--- src/inc/adcrs_pkg.sv ---
// Package for the converter result and status flag block
package adcrs_pkg;

    // ------------------------------------------------------------
    // Register byte offsets
    // ------------------------------------------------------------
    localparam logic [7:0] OFS_CONTROL  = 8'h00;  // Start command
    localparam logic [7:0] OFS_MODE     = 8'h04;  // Sleep option
    localparam logic [7:0] OFS_CH_ENA   = 8'h10;  // Channel enable set
    localparam logic [7:0] OFS_CH_DIS   = 8'h14;  // Channel enable clear
    localparam logic [7:0] OFS_CH_STAT  = 8'h18;  // Channel enable state
    localparam logic [7:0] OFS_STATUS   = 8'h1c;  // Flag status
    localparam logic [7:0] OFS_LATEST   = 8'h20;  // Last converted result
    localparam logic [7:0] OFS_IRQ_ENA  = 8'h24;  // Interrupt mask
    localparam logic [7:0] OFS_EVENT    = 8'h28;  // Sticky events, write one to clear
    localparam logic [7:0] OFS_ID       = 8'h2c;  // Block identity
    localparam logic [7:0] OFS_CHAN0    = 8'h30;  // First channel result

    // ------------------------------------------------------------
    // Field positions
    // ------------------------------------------------------------
    localparam int BIT_START       = 0;
    localparam int BIT_SLEEP       = 0;
    localparam int POS_EOC         = 0;   // Completion flags, one per channel
    localparam int POS_OVR         = 8;   // Channel overrun flags
    localparam int BIT_RDY         = 16;
    localparam int BIT_GOVR        = 17;
    localparam int BIT_SLEEPING    = 18;
    localparam int EV_RDY          = 0;   // Event bit: result ready
    localparam int EV_GOVR         = 1;   // Event bit: global overrun
    localparam int EV_OVR          = 2;   // Event bit: any channel overrun
    localparam int NUM_EVENTS      = 3;
    localparam logic [31:0] ID_VALUE = 32'h0a5c_0001;  // Arbitrary value

    // Converter activity
    typedef enum logic [2:0] {
        ADCRS_IDLE  = 3'b001,
        ADCRS_BUSY  = 3'b010,
        ADCRS_SLEEP = 3'b100
    } adcrs_state_t;

    // End-of-conversion report from the core
    typedef struct packed {
        logic       done;
        logic [2:0] chan;
        logic [9:0] data;
    } adcrs_eoc_t;

endpackage : adcrs_pkg

--- src/verilog/adcrs_flags.sv ---
// Result store and status flags of the converter controller
//
// Summary of operation
// RULE1 - Only a read of the latest result register clears the result ready flag.
// RULE2 - A channel result read never touches the result ready flag, only its own completion flag.
// RULE3 - An end of conversion on an enabled channel stores both results and raises ready, whatever other channels do.
// RULE4 - A conversion on a disabled channel stores nothing and never raises ready.
// RULE5 - An end of conversion while ready is set raises global overrun even during a status read.
// RULE6 - A status read clears global overrun unless a new overrun arrives in that cycle.
// RULE7 - An end of conversion with the channel completion flag set raises its overrun; disables elsewhere change nothing.
// Code: not raised when a channel or latest result read clears that flag in the same cycle.
// RULE8 - A channel result read or a latest result read clears that channel completion flag.
// RULE9 - A status read clears channel overrun even when that channel completes in the same cycle. Code: an overrunning completion keeps it set.
// RULE10 - A channel disabled during its conversion never gets its completion flag.
// RULE11 - A channel result read clears only that channel completion flag.
// RULE12 - A channel result read beside another channel's completion does not block ready.
// RULE13 - Sleep selected while idle takes effect only after the next conversion completes.
// RULE14 - Software sets sleep first and then starts a conversion to sleep at its end.
// RULE15 - A hardware set beats a software read clear in the same cycle.
// RULE16 - Each end of conversion on an enabled channel sets that channel completion flag.
//
// Our own choices: the Avalon-MM interface to the registers and the register offsets.
`timescale 1ns/1ns
module adcrs_flags
    import adcrs_pkg::*;
#(
    parameter int NCH = 8,
    parameter int DW  = 10
) (
    input  wire logic             clk,
    input  wire logic             rst_n,
    input  wire logic [7:0]       avs_address,
    input  wire logic             avs_read,
    input  wire logic             avs_write,
    input  wire logic [31:0]      avs_writedata,
    output logic      [31:0]      avs_readdata,
    output logic                  avs_waitrequest,
    input  wire adcrs_eoc_t       eoc_in,
    output logic                  conv_start,
    output logic      [2:0]       conv_chan,
    output logic                  conv_sleep,
    output logic                  irq
);

    // ------------------------------------------------------------
    // Bus access: one wait cycle, then a single-cycle acknowledge
    // ------------------------------------------------------------
    logic        ack;
    logic        rd_hit;
    logic        wr_hit;
    logic [31:0] next_rdata;

    // Request is accepted at the edge where waitrequest is low
    always_ff @(posedge clk or negedge rst_n) begin
        if (!rst_n) begin
            ack <= 1'b0;
        end else begin
            ack <= (avs_read | avs_write) & ~ack;
        end
    end

    // Waitrequest is registered: low only in the acknowledge cycle
    always_ff @(posedge clk or negedge rst_n) begin
        if (!rst_n) begin
            avs_waitrequest <= 1'b1;
        end else begin
            avs_waitrequest <= ~((avs_read | avs_write) & ~ack & avs_waitrequest);
        end
    end

    assign rd_hit = avs_read & ~avs_waitrequest;
    assign wr_hit = avs_write & ~avs_waitrequest;

    // True when the address is the result register of channel ch
    function automatic logic chan_hit(input logic [7:0] a, input int ch);
        chan_hit = (a == OFS_CHAN0 + 8'(ch * 4));
    endfunction : chan_hit

    // ------------------------------------------------------------
    // Flag state
    // ------------------------------------------------------------
    logic [NCH-1:0] ch_enable;
    logic [NCH-1:0] eoc_flag;
    logic [NCH-1:0] channel_overrun_flag;
    logic           result_ready_flag;
    logic           global_overrun_flag;
    logic [DW-1:0]  channel_result [NCH];
    logic [DW-1:0]  latest_result;
    logic [2:0]     latest_chan;
    logic           sleep_opt;
    logic [NUM_EVENTS-1:0] irq_mask;
    logic [NUM_EVENTS-1:0] event_flag;
    adcrs_state_t   state;

    // Decoded strobes, all qualified by the acknowledge cycle
    logic           rd_status;
    logic           rd_latest;
    logic [NCH-1:0] rd_chan;
    logic           wr_ena;
    logic           wr_dis;
    logic           wr_start;

    assign rd_status = rd_hit & (avs_address == OFS_STATUS);
    assign rd_latest = rd_hit & (avs_address == OFS_LATEST);
    assign wr_ena    = wr_hit & (avs_address == OFS_CH_ENA);
    assign wr_dis    = wr_hit & (avs_address == OFS_CH_DIS);
    assign wr_start  = wr_hit & (avs_address == OFS_CONTROL) & avs_writedata[BIT_START];

    // A result is kept only if its channel is still enabled at completion
    logic eoc_valid;
    logic ovr_new;
    assign eoc_valid = eoc_in.done & ch_enable[eoc_in.chan];  // RULE4 RULE10
    // A new result while ready is still pending is a global overrun
    assign ovr_new   = eoc_valid & result_ready_flag;  // RULE5

    // Read data are taken one edge before the read clears its flags, so a
    // result kept in between was never seen and must survive the clear
    logic kept_late;
    logic rd_latest_ok;

    always_ff @(posedge clk or negedge rst_n) begin
        if (!rst_n) begin
            kept_late <= 1'b0;
        end else begin
            kept_late <= eoc_valid;
        end
    end

    assign rd_latest_ok = rd_latest & ~kept_late;  // RULE15

    // Channel enables; disabling one channel never touches another's result path
    always_ff @(posedge clk or negedge rst_n) begin
        if (!rst_n) begin
            ch_enable <= '0;
        end else begin
            ch_enable <= (ch_enable | (wr_ena ? avs_writedata[NCH-1:0] : '0))
                       & ~(wr_dis ? avs_writedata[NCH-1:0] : '0);
        end
    end

    // ------------------------------------------------------------
    // Per-channel completion, overrun and result store
    // ------------------------------------------------------------
    genvar g;
    generate
        for (g = 0; g < NCH; g++) begin : g_chan
            logic hit_eoc;
            logic clr_eoc;
            logic late_set;
            assign hit_eoc = eoc_valid & (eoc_in.chan == 3'(g));
            // Only this channel's own register or the latest register may clear it
            assign clr_eoc = (rd_hit & chan_hit(avs_address, g) & ~late_set)  // RULE11
                           | (rd_latest_ok & (latest_chan == 3'(g)));  // RULE8

            // Completion kept in the wait cycle of a read, after its snapshot
            always_ff @(posedge clk or negedge rst_n) begin
                if (!rst_n) begin
                    late_set <= 1'b0;
                end else begin
                    late_set <= hit_eoc;  // RULE15
                end
            end

            always_ff @(posedge clk or negedge rst_n) begin
                if (!rst_n) begin
                    eoc_flag[g] <= 1'b0;
                end else if (hit_eoc) begin
                    eoc_flag[g] <= 1'b1;  // RULE16 RULE15
                end else if (clr_eoc) begin
                    eoc_flag[g] <= 1'b0;  // RULE8
                end
            end

            // Status read clears only the overrun it reported; a real overrun wins
            always_ff @(posedge clk or negedge rst_n) begin
                if (!rst_n) begin
                    channel_overrun_flag[g] <= 1'b0;
                end else if (hit_eoc & eoc_flag[g] & ~clr_eoc) begin
                    channel_overrun_flag[g] <= 1'b1;  // RULE7 RULE15
                end else if (rd_status & avs_readdata[POS_OVR + g]) begin
                    channel_overrun_flag[g] <= 1'b0;  // RULE9
                end
            end

            always_ff @(posedge clk or negedge rst_n) begin
                if (!rst_n) begin
                    channel_result[g] <= '0;
                end else if (hit_eoc) begin
                    channel_result[g] <= eoc_in.data;  // RULE3
                end
            end
        end
    endgenerate

    // Latest result copy, stored for every kept conversion
    always_ff @(posedge clk or negedge rst_n) begin
        if (!rst_n) begin
            latest_result <= '0;
            latest_chan   <= '0;
        end else if (eoc_valid) begin
            latest_result <= eoc_in.data;  // RULE3
            latest_chan   <= eoc_in.chan;
        end
    end

    // ------------------------------------------------------------
    // Global flags
    // ------------------------------------------------------------
    // Ready depends only on kept results and latest reads, so channel
    // reads and disables elsewhere cannot skip or clear it
    always_ff @(posedge clk or negedge rst_n) begin
        if (!rst_n) begin
            result_ready_flag <= 1'b0;
        end else if (eoc_valid) begin
            result_ready_flag <= 1'b1;  // RULE3 RULE12 RULE15
        end else if (rd_latest_ok) begin
            result_ready_flag <= 1'b0;  // RULE1 RULE2
        end
    end

    // Overrun set beats the status read clear
    always_ff @(posedge clk or negedge rst_n) begin
        if (!rst_n) begin
            global_overrun_flag <= 1'b0;
        end else if (ovr_new) begin
            global_overrun_flag <= 1'b1;  // RULE5 RULE15
        end else if (rd_status & avs_readdata[BIT_GOVR]) begin
            global_overrun_flag <= 1'b0;  // RULE6
        end
    end

    // ------------------------------------------------------------
    // Conversion sequencing and sleep
    // ------------------------------------------------------------
    // Sleep is only entered at a completion; selecting it while idle waits
    always_ff @(posedge clk or negedge rst_n) begin
        if (!rst_n) begin
            state <= ADCRS_IDLE;
        end else begin
            case (state)
                ADCRS_IDLE: begin
                    if (wr_start) state <= ADCRS_BUSY;
                end
                ADCRS_BUSY: begin
                    if (eoc_in.done) state <= sleep_opt ? ADCRS_SLEEP : ADCRS_IDLE;  // RULE13
                end
                ADCRS_SLEEP: begin
                    if (wr_start) state <= ADCRS_BUSY;
                    else if (!sleep_opt) state <= ADCRS_IDLE;
                end
                default: state <= ADCRS_IDLE;
            endcase
        end
    end

    // Start pulse and channel pick: lowest enabled channel
    always_ff @(posedge clk or negedge rst_n) begin
        if (!rst_n) begin
            conv_start <= 1'b0;
            conv_chan  <= '0;
        end else begin
            conv_start <= wr_start & (state != ADCRS_BUSY);
            for (int i = NCH - 1; i >= 0; i--) begin
                if (ch_enable[i]) conv_chan <= 3'(i);
            end
        end
    end

    always_ff @(posedge clk or negedge rst_n) begin
        if (!rst_n) begin
            conv_sleep <= 1'b0;
        end else begin
            conv_sleep <= (state == ADCRS_SLEEP);
        end
    end

    // Mode and mask registers
    always_ff @(posedge clk or negedge rst_n) begin
        if (!rst_n) begin
            sleep_opt <= 1'b0;
            irq_mask  <= '0;
        end else if (wr_hit) begin
            if (avs_address == OFS_MODE) sleep_opt <= avs_writedata[BIT_SLEEP];
            if (avs_address == OFS_IRQ_ENA) irq_mask <= avs_writedata[NUM_EVENTS-1:0];
        end
    end

    // ------------------------------------------------------------
    // Interrupt events: sticky, write one to clear, set wins
    // ------------------------------------------------------------
    logic [NUM_EVENTS-1:0] ev_set;
    logic [NUM_EVENTS-1:0] ev_clr;
    assign ev_set[EV_RDY]  = eoc_valid;
    assign ev_set[EV_GOVR] = ovr_new;
    assign ev_set[EV_OVR]  = eoc_valid & eoc_flag[eoc_in.chan];
    assign ev_clr = (wr_hit & (avs_address == OFS_EVENT)) ? avs_writedata[NUM_EVENTS-1:0] : '0;

    always_ff @(posedge clk or negedge rst_n) begin
        if (!rst_n) begin
            event_flag <= '0;
        end else begin
            event_flag <= ev_set | (event_flag & ~ev_clr);  // RULE15
        end
    end

    always_ff @(posedge clk or negedge rst_n) begin
        if (!rst_n) begin
            irq <= 1'b0;
        end else begin
            irq <= |(event_flag & irq_mask);
        end
    end

    // ------------------------------------------------------------
    // Read data
    // ------------------------------------------------------------
    always_comb begin
        next_rdata = '0;
        case (avs_address)
            OFS_MODE:    next_rdata[BIT_SLEEP] = sleep_opt;
            OFS_CH_STAT: next_rdata[NCH-1:0] = ch_enable;
            OFS_STATUS: begin
                next_rdata[POS_EOC +: NCH] = eoc_flag;
                next_rdata[POS_OVR +: NCH] = channel_overrun_flag;
                next_rdata[BIT_RDY]        = result_ready_flag;
                next_rdata[BIT_GOVR]       = global_overrun_flag;
                next_rdata[BIT_SLEEPING]   = (state == ADCRS_SLEEP);
            end
            OFS_LATEST:  next_rdata = {17'h0, 2'h0, latest_chan, latest_result};
            OFS_IRQ_ENA: next_rdata[NUM_EVENTS-1:0] = irq_mask;
            OFS_EVENT:   next_rdata[NUM_EVENTS-1:0] = event_flag;
            OFS_ID:      next_rdata = ID_VALUE;
            default: begin
                for (int i = 0; i < NCH; i++) begin
                    if (chan_hit(avs_address, i)) next_rdata[DW-1:0] = channel_result[i];
                end
            end
        endcase
    end

    // Read data registered at the request edge, valid in the acknowledge cycle
    always_ff @(posedge clk or negedge rst_n) begin
        if (!rst_n) begin
            avs_readdata <= '0;
        end else if (avs_read & ~ack) begin
            avs_readdata <= next_rdata;
        end
    end

endmodule : adcrs_flags
--- config.mk ---
export PLATFORM = sky130hd
export DESIGN_NAME = adcrs_flags
export DESIGN_NICKNAME = d
export VERILOG_FILES = /design/src/inc/adcrs_pkg.sv /design/src/verilog/adcrs_flags.sv
export SDC_FILE = /design/constraint.sdc
export NUM_CORES = 1
export LEC_CHECK = 0
export BUFFER_PORTS_ARGS = -buffer_cell sky130_fd_sc_hd__buf_2
export CORE_ASPECT_RATIO = 0.7
export CORE_UTILIZATION = 50
export DETAILED_ROUTE_END_ITERATION = 7
export HOLD_SLACK_MARGIN = 0.1
export PLACE_DENSITY = 0.69
export SYNTH_ARGS = -nofsm -noshare
export SYNTH_HDL_FRONTEND = slang
export SYNTH_SLANG_ARGS = --single-unit
--- constraint.sdc ---
create_clock -name clk -period 5.6 [get_ports clk]
set_input_delay 0.28 -clock clk [delete_from_list [all_inputs] [get_ports clk]]
set_output_delay 0.28 -clock clk [all_outputs]
set_load 0.03 [all_outputs]
# [Word-level counts from Yosys, hierarchy flattened]
# Cells that the tools add are included.
[word_totals] ff_bits=178 output_inout_bits=39
[op_classes] n_lt_le_gt_ge=1 eq_ne=38 muxes=71 bitwise_logic=110 reduce_logical=29
[ops] cell="$mux W10" n=8
[ops] cell="$and A1 B1 Y1" n=74
[ops] cell="$eq A8 B6 Y1 const B" n=8
[ops] cell="$mux W3" n=14
[ops] cell="$mux W1" n=38
[ops] cell="$reduce_bool A2 Y1" n=18
[ops] cell="$eq A8 B5 Y1 const B" n=4
[ops] cell="$eq A8 B7 Y1 const B" n=4
[ops] cell="$eq A3 B3 Y1 const B" n=9
[ops] cell="$pmux W9 S3" n=1
[ops] cell="$not A1 Y1" n=20
[ops] cell="$pmux W5 S4" n=1
[ops] cell="$mux W8" n=2
[ops] cell="$eq A3 B2 Y1 const B" n=5
[ops] cell="$pmux W2 S6" n=1
[ops] cell="$eq A3 B1 Y1 const B" n=3
[ops] cell="$mux W9" n=1
[ops] cell="$or A1 B1 Y1" n=9
[ops] cell="$pmux W3 S3" n=1
[ops] cell="$and A8 B8 Y8" n=1
[ops] cell="$eq A8 B3 Y1 const B" n=1
[ops] cell="$logic_not A8 Y1" n=1
[ops] cell="$not A8 Y8" n=1
[ops] cell="$or A8 B8 Y8" n=1
[ops] cell="other kinds (18)" n=23

# [Logic depth before layout (Yosys ltp)]
# Gate-level depths: netlist of run 1.
[logic_depth] ltp_word=10 mapped_depth=8 ltp_nobuf=5

# [Least setup slack after synthesis of run 1]
# No wires, ideal clock.
[synth_timing] path_kind="input-to-reg" from="in eoc_in[11] in the netlist's numbering" to="reg latest_result[2]" setup_ns=0.125 t_arrival_ns=1.821 path_slack_ns=3.655 cell_stages=6 n_path_buf=2 cell_sequence="buf_2 -> mux4_2 -> mux2_2 -> nand2_2 -> buf_6 -> mux2_2"
[synth_between] elab_chain_len=3
[synth_rtl] element="from (decl)" line="adcrs_flags.sv:38" rtl="input wire adcrs_eoc_t eoc_in,"
[synth_rtl] element="$bmux W1 S3" line="adcrs_flags.sv:112" rtl="assign eoc_valid = eoc_in.done & ch_enable[eoc_in.chan];"
[synth_rtl] element="$mux W1 (implied by the code)" line="adcrs_flags.sv:112"
[synth_rtl] element="$and A1 B1 Y1" line="adcrs_flags.sv:112"
[synth_rtl] element="to (signal assigned)" line="adcrs_flags.sv:201" rtl="latest_result <= eoc_in.data;"
[synth_rtl] element="to (decl)" line="adcrs_flags.sv:88" rtl="logic [DW-1:0] latest_result;"
# Every way passes these cells. The select of a mux whose other input is x is not followed.
# A chain may end at the register's enable or synchronous reset.

# [Worst setup path after layout of run 1]
[layout_timing] from="in avs_address[3]" to="reg avs_readdata[6]"
[layout_between] elab_chain_len=10
[layout_rtl] element="from (decl)" line="adcrs_flags.sv:32" rtl="input wire logic [7:0] avs_address,"
[layout_rtl] element="$eq A8 B6 Y1" line="adcrs_flags.sv:76" rtl="chan_hit = (a == OFS_CHAN0 + 8'(ch * 4));"
[layout_rtl] element="$mux W10 (8 in a row)" line="adcrs_flags.sv:335" rtl="if (chan_hit(avs_address, i)) next_rdata[DW-1:0] = channel_result[i];"
[layout_rtl] element="$pmux W5 S4 *" line="adcrs_flags.sv:319" rtl="case (avs_address)"
[layout_rtl] element="to (signal assigned)" line="adcrs_flags.sv:346" rtl="avs_readdata <= next_rdata;"
[layout_rtl] element="to (decl)" line="adcrs_flags.sv:36" rtl="output logic [31:0] avs_readdata,"
# Mark *: on every way between the ends. The rest lies on a longest branch, timed or not.

==> results.cfg, run 1 <==
[outcome]
status = finished clean

[power_and_ir_drop]
p_leak_nw = 4.37
power.total_mw = 2.83
power_density_nw_per_um2 = 314
peakVddDrop_v = 0.000180

[clock_tree]
cts_root_buf = clkbuf_16
cts-hold-fix-buffers = 8
cts_setup_buffers = 0
cts_resized = 0
path_clk_slew_ns = 0.07
htree_levels = 4
clock_sinks = 166
cts_buffer_depth = 2
cts_buffers = 17
cts_tree = yes
clock_latency_ns = 0.43

[global_route]
grt_max_degree = 107
grt_pass1_vias = 6022
grt_pass1_wl_um = 33700
grt.total_usage_pct = 27.5
grt_overflow = 0
antenna_found_initial = 0

[setup_path]
crit_path_start = avs_address[3]
critPathArrivalTime_ns = 3.00
crit_fanout = 43
endpoint_kind = register
cp-start-kind = input port
crit_type = input port to register
r2r-start = ch_enable[4]
crit_required_ns = 5.92

[min_path]
min-delay-start = avs_writedata[0]
hp-class = input port to register

[synth]
syn-mean-instance-area_um2 = 11.6
yosysWarnings = 0
synth-edff-count = 0
syn_inst = 690
ys_ff_latch = 166
synthFlopType = dfrtp_1
ys_types = 66
synth_seq_area_share_pct = 51.9
synth_async_sr_flop_share_pct = 100
syn_area_um2 = 8000

[die]
fp.dieH_um = 108
fp.dieW_um = 153
dieArea_um2 = 16500
rows = 38
start_util_pct = 51.5
core_um2 = 15500
io_pins = 97

[timing]
rsz0062_at_grt = false
min_period_ns = 2.68
setup_ws_ns = 2.92
hold_viol = 0
min_period_over_period_pct = 47.9
setup_viol = 0
slew_headroom_pct = 27.7
fin_setup_tns_ns = 0
finClkSkew_ns = 0.00754
maxSlewViolCount = 0
max_freq_mhz = 373
worstMarginPinSlew_ns = 1.08

[detailed_routing]
routed_wl_um = 21500
vias_per_cell = 6.23
vias = 5938
dr.pass1.iters = 6
drt_iter0_drc = 530
drc_errors = 0
drtAntennaViolNets = 0
avgRoutedWirePerCell_um = 22.5

[placed_design]
place_congestion = 0.895
dpl.hpwl_um = 14200
pre_cts_ws_ns = 2.59
port-buffer-count = 64

[layout]
regArea_um2 = 4160
multi_input_area_um2 = 3520
layout.nets = 798
syn2layout_area_growth_pct = 12.5
diodes = 0
fillers = 1286
drive_above_1_share_pct = 29.9

[job]
cap_violations = 0
==> cells in the mapped netlist, types with 8 or more instances <==
master / number / share of area, %
a21o_1: 14 / 1.3
nand2_1: 55 / 2.6
buf_2: 14 / 0.88
a21oi_1: 44 / 2.8
nand2b_1: 14 / 1.1
o21ai_0: 13 / 0.81
clkbuf_1: 18 / 0.84
buf_4: 14 / 1.3
dfrtp_1: 164 / 51
o31ai_1: 8 / 0.75
mux2i_1: 15 / 1.9
nor3_1: 13 / 0.81
nor2b_1: 11 / 0.86
nor2_1: 33 / 1.5
a221oi_1: 12 / 1.3
o2bb2ai_1: 10 / 1.1
inv_1: 10 / 0.47
nand3_1: 13 / 0.81
o22ai_1: 8 / 0.63
mux2_2: 102 / 14
==> final timing paths <==
check / slack [ns] / depth (start not counted) / endpoint
min in group asynchronous: 0.53 / 2 / avs_readdata[14]
worst min-delay path: 0.14 / 2 / ch_enable[0]
worst max-delay path: 2.92 / 7 / avs_readdata[6]
max in group asynchronous: 3.66 / 3 / latest_chan[0]
worst max register to register: 3.10 / 4 / channel_result[6]
worst min register to register: 0.47 / 2 / avs_readdata[16]
==> report_power, final <==
group	switching, mW	internal (mW)
Combinational	0.220	0.118
Sequential	0.0608	1.27
Clock	0.481	0.679
==> cells by family after synthesis <==
family	after synthesis	share of synthesized area (%)
multiplexers	122	17.6
AO/OA/AOI/OAI	155	13.5
buffers and inverters	64	4.44
flip-flops	166	51.9
other	1	0.0469
AND/OR/NAND/NOR	182	12.5
==> through the flow <==
step	std cells	area (um^2)	hold slack (ns)	util [%]
finish	953	9000	0.143	57.9
global route	953	9000	0.131	57.9
CTS	953	9000	0.121	57.9
detailed placement	913	8340	0.456	53.6
global placement	913	8340	0.443	53.6
floorplan	697	8030	-0.0156	-
==> critical path, stage by stage <==
cell and delay [ns]:
buf_2 0.08, buf_4 0.42, nand4bb_1 0.46, nor2b_1 0.97, a22oi_1 0.23, a21o_1 0.23, a221oi_1 0.30
==> area by class of cell <==
type                            instances  share of cell area (%)
Tap cell                              200                    2.78
Sequential cell                       166                    46.2
Multi-Input combinational cell        467                    39.1
Clock buffer                           20                    5.07
Inverter                               10                   0.417
Timing Repair Buffer                   78                    5.02
Clock inverter                         12                    1.42
==> flip-flops by register name, summed over array words and instances, names as in the netlist, 3 cells and up <==
signal	cells
latest_chan	3
ch_enable	8
event_flag	3
irq_mask	3
eoc_flag	8
conv_chan	3
channel_overrun_flag	8
state	3
latest_result	10
g_chan.late_set	8
channel_result	80
avs_readdata	20
==> per-layer routing <==
layer,track usage [%],up-vias,part of all wire (%)
li1,-,2612,-
met1,38.5,3067,45
met2,42.3,233,45
met3,6.64,26,8.8
met4,8.23,0,1.3
met5,0,-,0
==> cell usage in the layout, fill, tap and decap left out, drive strengths merged, types with 13 or more instances in the layout <==
cell type  instances
dfrtp            164
mux2             102
buf               70
nand2             56
a21oi             45
nor2              35
clkbuf            20
mux2i             15
nand2b            14
a21o              14
nor3              13
nand3             13
o21ai             13
Power figures use the tool's default switching activity.
==> run 2: changes to the inputs <==
==> constraint.sdc (replaced) <==
create_clock -name clk -period 2.7 [get_ports clk]
set_input_delay 0.135 -clock clk [delete_from_list [all_inputs] [get_ports clk]]
set_output_delay 0.135 -clock clk [all_outputs]
set_load 0.03 [all_outputs]
==> run 2 against run 1 <==
Cell area grew 3.3%. Worst hold slack got worse by 0.036 ns. Critical path depth fell by 2. Core utilization up 1.9 points. Routed wire length grew 3.1%. Global-route usage is 0.80 points higher. Flip-flop and latch count unchanged. Clock power rose by 100%. First-iteration DRC count increased by 4.0%. Combinational power rose by 120%. Die area is the same. Clock skew is 0.0040 ns higher.
==> results.cfg, run 2 (synthesis results as in run 1) <==
[min_path]
hold_depth = 2
hp-class = input port to register
min-delay-start = eoc_in[6]
hold-path-endpoint = channel_result[56]

[layout]
final_common_cell = dfrtp_1
fin_cells = 988
layout.nets = 833
largest_reg_flops = 80
top_regs = channel_result (80), avs_readdata (20), latest_result (10)
mostFrequentLayoutCells = 164 x dfrtp_1, 102 x mux2_2, 63 x buf_2, 55 x nand2_1, 44 x a21oi_1
top_register = channel_result
diodes = 0
syn2layout_area_growth_pct = 16.1
drive_above_1_share_pct = 31.5

[detailed_routing]
drc_errors = 0
routed_wl_um = 22100
vias_per_cell = 6.12
drt_iter0_drc = 551
drtAntennaViolNets = 0
avgRoutedWirePerCell_um = 22.4
dr.pass1.iters = 5
vias = 6043

[timing]
slew_headroom_pct = 40.5
min_period_ns = 2.24
hold_ws_ns = 0.107
setup_ws_ns = 0.459
min_period_over_period_pct = 83.0
finClkSkew_ns = 0.0116
setup_viol = 0
max_freq_mhz = 446
worstMarginPinSlew_ns = 0.892
fin_setup_tns_ns = 0
hold_viol = 0
rsz0062_at_grt = false
maxSlewViolCount = 0

[placed_design]
dp.cells = 935
port-buffer-count = 64
dpl.hpwl_um = 15200
pre_cts_ws_ns = 0.518
place_congestion = 0.927

[clock_tree]
htree_levels = 4
cts_root_buf = clkbuf_16
cts_buffer_depth = 2
clock_latency_ns = 0.42
cts_resized = 0
cts_setup_buffers = 0
cts_buffers = 17
path_clk_slew_ns = 0.07
cts-hold-fix-buffers = 21
cts_tree = yes
clock_sinks = 166

[global_route]
grt_overflow = 0
grt.total_usage_pct = 28.3
antenna_found_initial = 0
grt_pass1_wl_um = 34800
grt_pass1_vias = 6150
grt_max_degree = 87

[setup_path]
reg2reg_setup_slack_ns = 0.46
crit_required_ns = 3.00
crit_fanout = 11
r2r_cells = 5
path_cells = mux4_2 > mux2_2 > nand2_2 > buf_4 > mux2_2
crit_type = register to register
crit_top_cell = mux2_2
endpoint_kind = register
r2r-start = ch_enable[6]
worst_path_max_delay_cell = mux4_2
r2r_end = latest_result[6]
critPathArrivalTime_ns = 2.54
slowest_delay_ns = 0.52
cp-start-kind = register

[die]
core_um2 = 15500
fp.dieW_um = 153
io_pins = 97
rows = 38
dieArea_um2 = 16500
fp.dieH_um = 108
start_util_pct = 51.5

[power_and_ir_drop]
peakVddDrop_v = 0.000339
p_seq_share_pct = 47.1
power_density_nw_per_um2 = 631
p_leak_nw = 4.53
switchingPower_mw = 1.67
switching_share_pct = 28.5
clkPwrFrac_pct = 40.3
power.total_mw = 5.86
p_int_mw = 4.19
p_comb_share_pct = 12.5

[job]
cap_violations = 0

[outcome]
status = finished clean
==> run 2: changes by cell type in the layout (fill, tap and decap cells not counted) <==
cell / before / now
buf_12: 0 / 1
buf_4: 6 / 27
bufinv_16: 2 / 1
clkbuf_1: 1 / 0
clkbuf_8: 2 / 0
clkinv_2: 4 / 2
clkinv_4: 1 / 2
clkinvlp_4: 4 / 3
dlygate4sd3_1: 8 / 21
inv_6: 1 / 6
inv_8: 0 / 1
==> run 2: worst max-delay path by stage <==
stage | startpoint | end | slack (ns) | cells past startpoint
floorplan | ch_enable[7] | latest_result[2] | 0.82 | 5
detailed placement | ch_enable[6] | latest_result[6] | 0.52 | 5
global route | ch_enable[6] | latest_result[4] | 0.41 | 5
CTS | ch_enable[6] | latest_result[6] | 0.48 | 5
global placement | ch_enable[0] | latest_result[5] | 0.54 | 5
finish | ch_enable[6] | latest_result[6] | 0.46 | 5
==> run 2: layout make-up <==
cell class	instances	area, um^2
clock buffer	17	425
clock inverter	15	144
fill	1282	6250
inverter	10	37.5
multi-input combinational	467	3520
sequential	166	4160
tap	200	250
timing repair buffer	113	759
==> run 2: power groups by stage <==
stage,logic (mW),registers (mW),clock network (mW)
2_1_floorplan,0.330,2.88,0
5_1_grt,0.789,2.77,2.50
3_5_place_dp,0.704,2.80,0
3_3_place_gp,0.689,2.79,0
6_report,0.735,2.76,2.36
4_1_cts,0.733,2.75,2.39
==> run 2: stage by stage <==
| stage | util (%) | area (um^2) |
|---|---|---|
| 6_report | 59.8 | 9290 |
| 4_1_cts | 59.8 | 9290 |
| 2_1_floorplan | - | 8030 |
| 3_5_place_dp | 54.8 | 8510 |
| 5_1_grt | 59.8 | 9290 |
| 3_3_place_gp | 54.8 | 8510 |
==> run 2: layer usage <==
metal	GRT usage (%)	up-vias	part of all wire (%)
met5	0	-	0
met4	8.66	0	1.3
met3	6.32	29	8.8
met2	43.2	277	45
met1	40.1	3068	45
li1	-	2669	-
==> run 2: critical path: cells and delay by family (launching register included) <==
family                 cells  cell delay [ns]
AND/OR/NAND/NOR            1             0.31
flip-flops                 1             0.45
buffers and inverters      1             0.22
multiplexers               3             1.14
==> run 3: changes to the inputs <==
==> constraint.sdc (replaced) <==
create_clock -name clk -period 2.1 [get_ports clk]
set_input_delay 0.105 -clock clk [delete_from_list [all_inputs] [get_ports clk]]
set_output_delay 0.105 -clock clk [all_outputs]
set_load 0.03 [all_outputs]
==> run 3 against run 2 <==
Register-to-register slack worse by 0.32 ns. Maximum frequency rose by 14%. Worst setup slack got worse by 0.32 ns. Cell count increased by 2.0%. Routed wire length rose by 3.2%. Critical endpoint is now channel_result[31]. Largest power group unchanged.
==> results.cfg, run 3 (synthesis results as in run 1) <==
[outcome]
status = finished clean

[clock_tree]
cts_buffers = 17
clock_sinks = 166
cts_tree = yes
cts_root_buf = clkbuf_16
htree_levels = 4
clock_latency_ns = 0.43
cts_setup_buffers = 0
path_clk_slew_ns = 0.06
cts_buffer_depth = 2

[setup_path]
critPathArrivalTime_ns = 2.27
crit_path_start = ch_enable[5]
r2r-start = ch_enable[5]
path_cells = mux4_2 > and3_4 > nand2_1 > inv_1 > mux2_2
crit_type = register to register
r2r_cells = 5
endpoint_kind = register
r2r_end = channel_result[31]
worst_path_max_delay_cell = mux4_2
crit_fanout = 11
reg2reg_setup_slack_ns = 0.14
cp-start-kind = register
crit_required_ns = 2.41
slowest_delay_ns = 0.51

[detailed_routing]
drtAntennaViolNets = 0
dr.pass1.iters = 5
drc_errors = 0
routed_wl_um = 22800
vias_per_cell = 6.17
vias = 6219
drt_iter0_drc = 491
avgRoutedWirePerCell_um = 22.7

[timing]
min_period_ns = 1.96
max_freq_mhz = 510
maxSlewViolCount = 0
setup_ws_ns = 0.141
hold_viol = 0
fin_setup_tns_ns = 0
worstMarginPinSlew_ns = 0.644
setup_viol = 0
min_period_over_period_pct = 93.3
rsz0062_at_grt = false
finClkSkew_ns = 0.00486
slew_headroom_pct = 56.5
hold_ws_ns = 0.145

[power_and_ir_drop]
clkPwrFrac_pct = 40.4
power.total_mw = 7.57
p_comb_share_pct = 12.8
p_int_mw = 5.55
p_leak_nw = 4.66
power_density_nw_per_um2 = 799
peakVddDrop_v = 0.000527
switching_share_pct = 26.7
p_seq_share_pct = 46.8
switchingPower_mw = 2.02

[layout]
regArea_um2 = 4160
largest_reg_flops = 80
multi_input_area_um2 = 3520
fillers = 1264
syn2layout_area_growth_pct = 18.5
top_register = channel_result
diodes = 0
top_regs = channel_result (80), avs_readdata (20), latest_result (10)
final_common_cell = dfrtp_1
layout.nets = 853
mostFrequentLayoutCells = 164 x dfrtp_1, 102 x mux2_2, 63 x buf_2, 55 x nand2_1, 44 x a21oi_1
drive_above_1_share_pct = 32.4

[min_path]
hp-class = input port to register
min-delay-start = eoc_in[11]
hold_depth = 2
hold-path-endpoint = latest_chan[1]

[die]
fp.dieH_um = 108
io_pins = 97
fp.dieW_um = 153
start_util_pct = 51.5
core_um2 = 15500
dieArea_um2 = 16500
rows = 38

[global_route]
antenna_found_initial = 0
grt_overflow = 0
grt_max_degree = 60
grt_pass1_wl_um = 35800
grt.total_usage_pct = 29.3
grt_pass1_vias = 6324

[placed_design]
port-buffer-count = 64
place_congestion = 0.932
pre_cts_ws_ns = 0.133
dpl.hpwl_um = 15800

[job]
cap_violations = 0
-- run 3: worst max-delay path: cells and delay by family (launching register included) --
| family | cells | cell delay [ns] |
|---|---|---|
| buf+inv | 1 | 0.26 |
| flops | 1 | 0.40 |
| mux | 2 | 0.88 |
| simple gates | 2 | 0.30 |
-- run 3: how the worst max path moves through the flow --
stage	slack, ns	end	cells past startpoint
floorplan	0.22	latest_result[2]	5
global placement	0.18	channel_result[34]	5
detailed placement	0.13	channel_overrun_flag[7]	6
CTS	0.14	channel_result[31]	5
global route	0.06	channel_result[34]	5
finish	0.14	channel_result[31]	5
-- run 3: power groups by stage --
stage	clock network, mW	logic [mW]	registers (mW)
floorplan	0	0.425	3.70
global placement	0	0.908	3.58
detailed placement	0	0.931	3.59
CTS	3.09	0.968	3.54
global route	3.22	1.04	3.56
finish	3.06	0.970	3.54
-- run 3: what timing repair did --
item                                    in CTS  in global routing
gates resized for setup                      0                  0
endpoints found under the setup margin       0                  0
hold buffers                                23                  0
hold endpoints to repair                   173                  0
-- run 3: layout make-up --
type | instances | area share, %
timing repair buffer | 133 | 10.0
clock buffer | 23 | 4.93
inverter | 10 | 0.396
sequential | 166 | 43.8
tap | 200 | 2.64
clock inverter | 9 | 1.07
multi-input combinational | 467 | 37.1
-- run 3: through the flow --
stage / std cells / instance area, um^2 / util (%)
final: 1008 / 9490 / 61.0
after global routing: 1008 / 9490 / 61.0
after CTS: 1008 / 9490 / 61.0
after detailed placement: 953 / 8690 / 55.9
after global placement: 953 / 8690 / 55.9
after floorplan: 697 / 8030 / -
-- run 3: metal layers --
layer  part of all wire (%)  GRT usage (%)  vias to the layer above
met2                     44           44.0                      311
li1                       -              -                     2717
met5                      0              0                        -
met3                     10           9.70                       49
met1                     44           39.7                     3142
met4                    2.3           10.5                        0
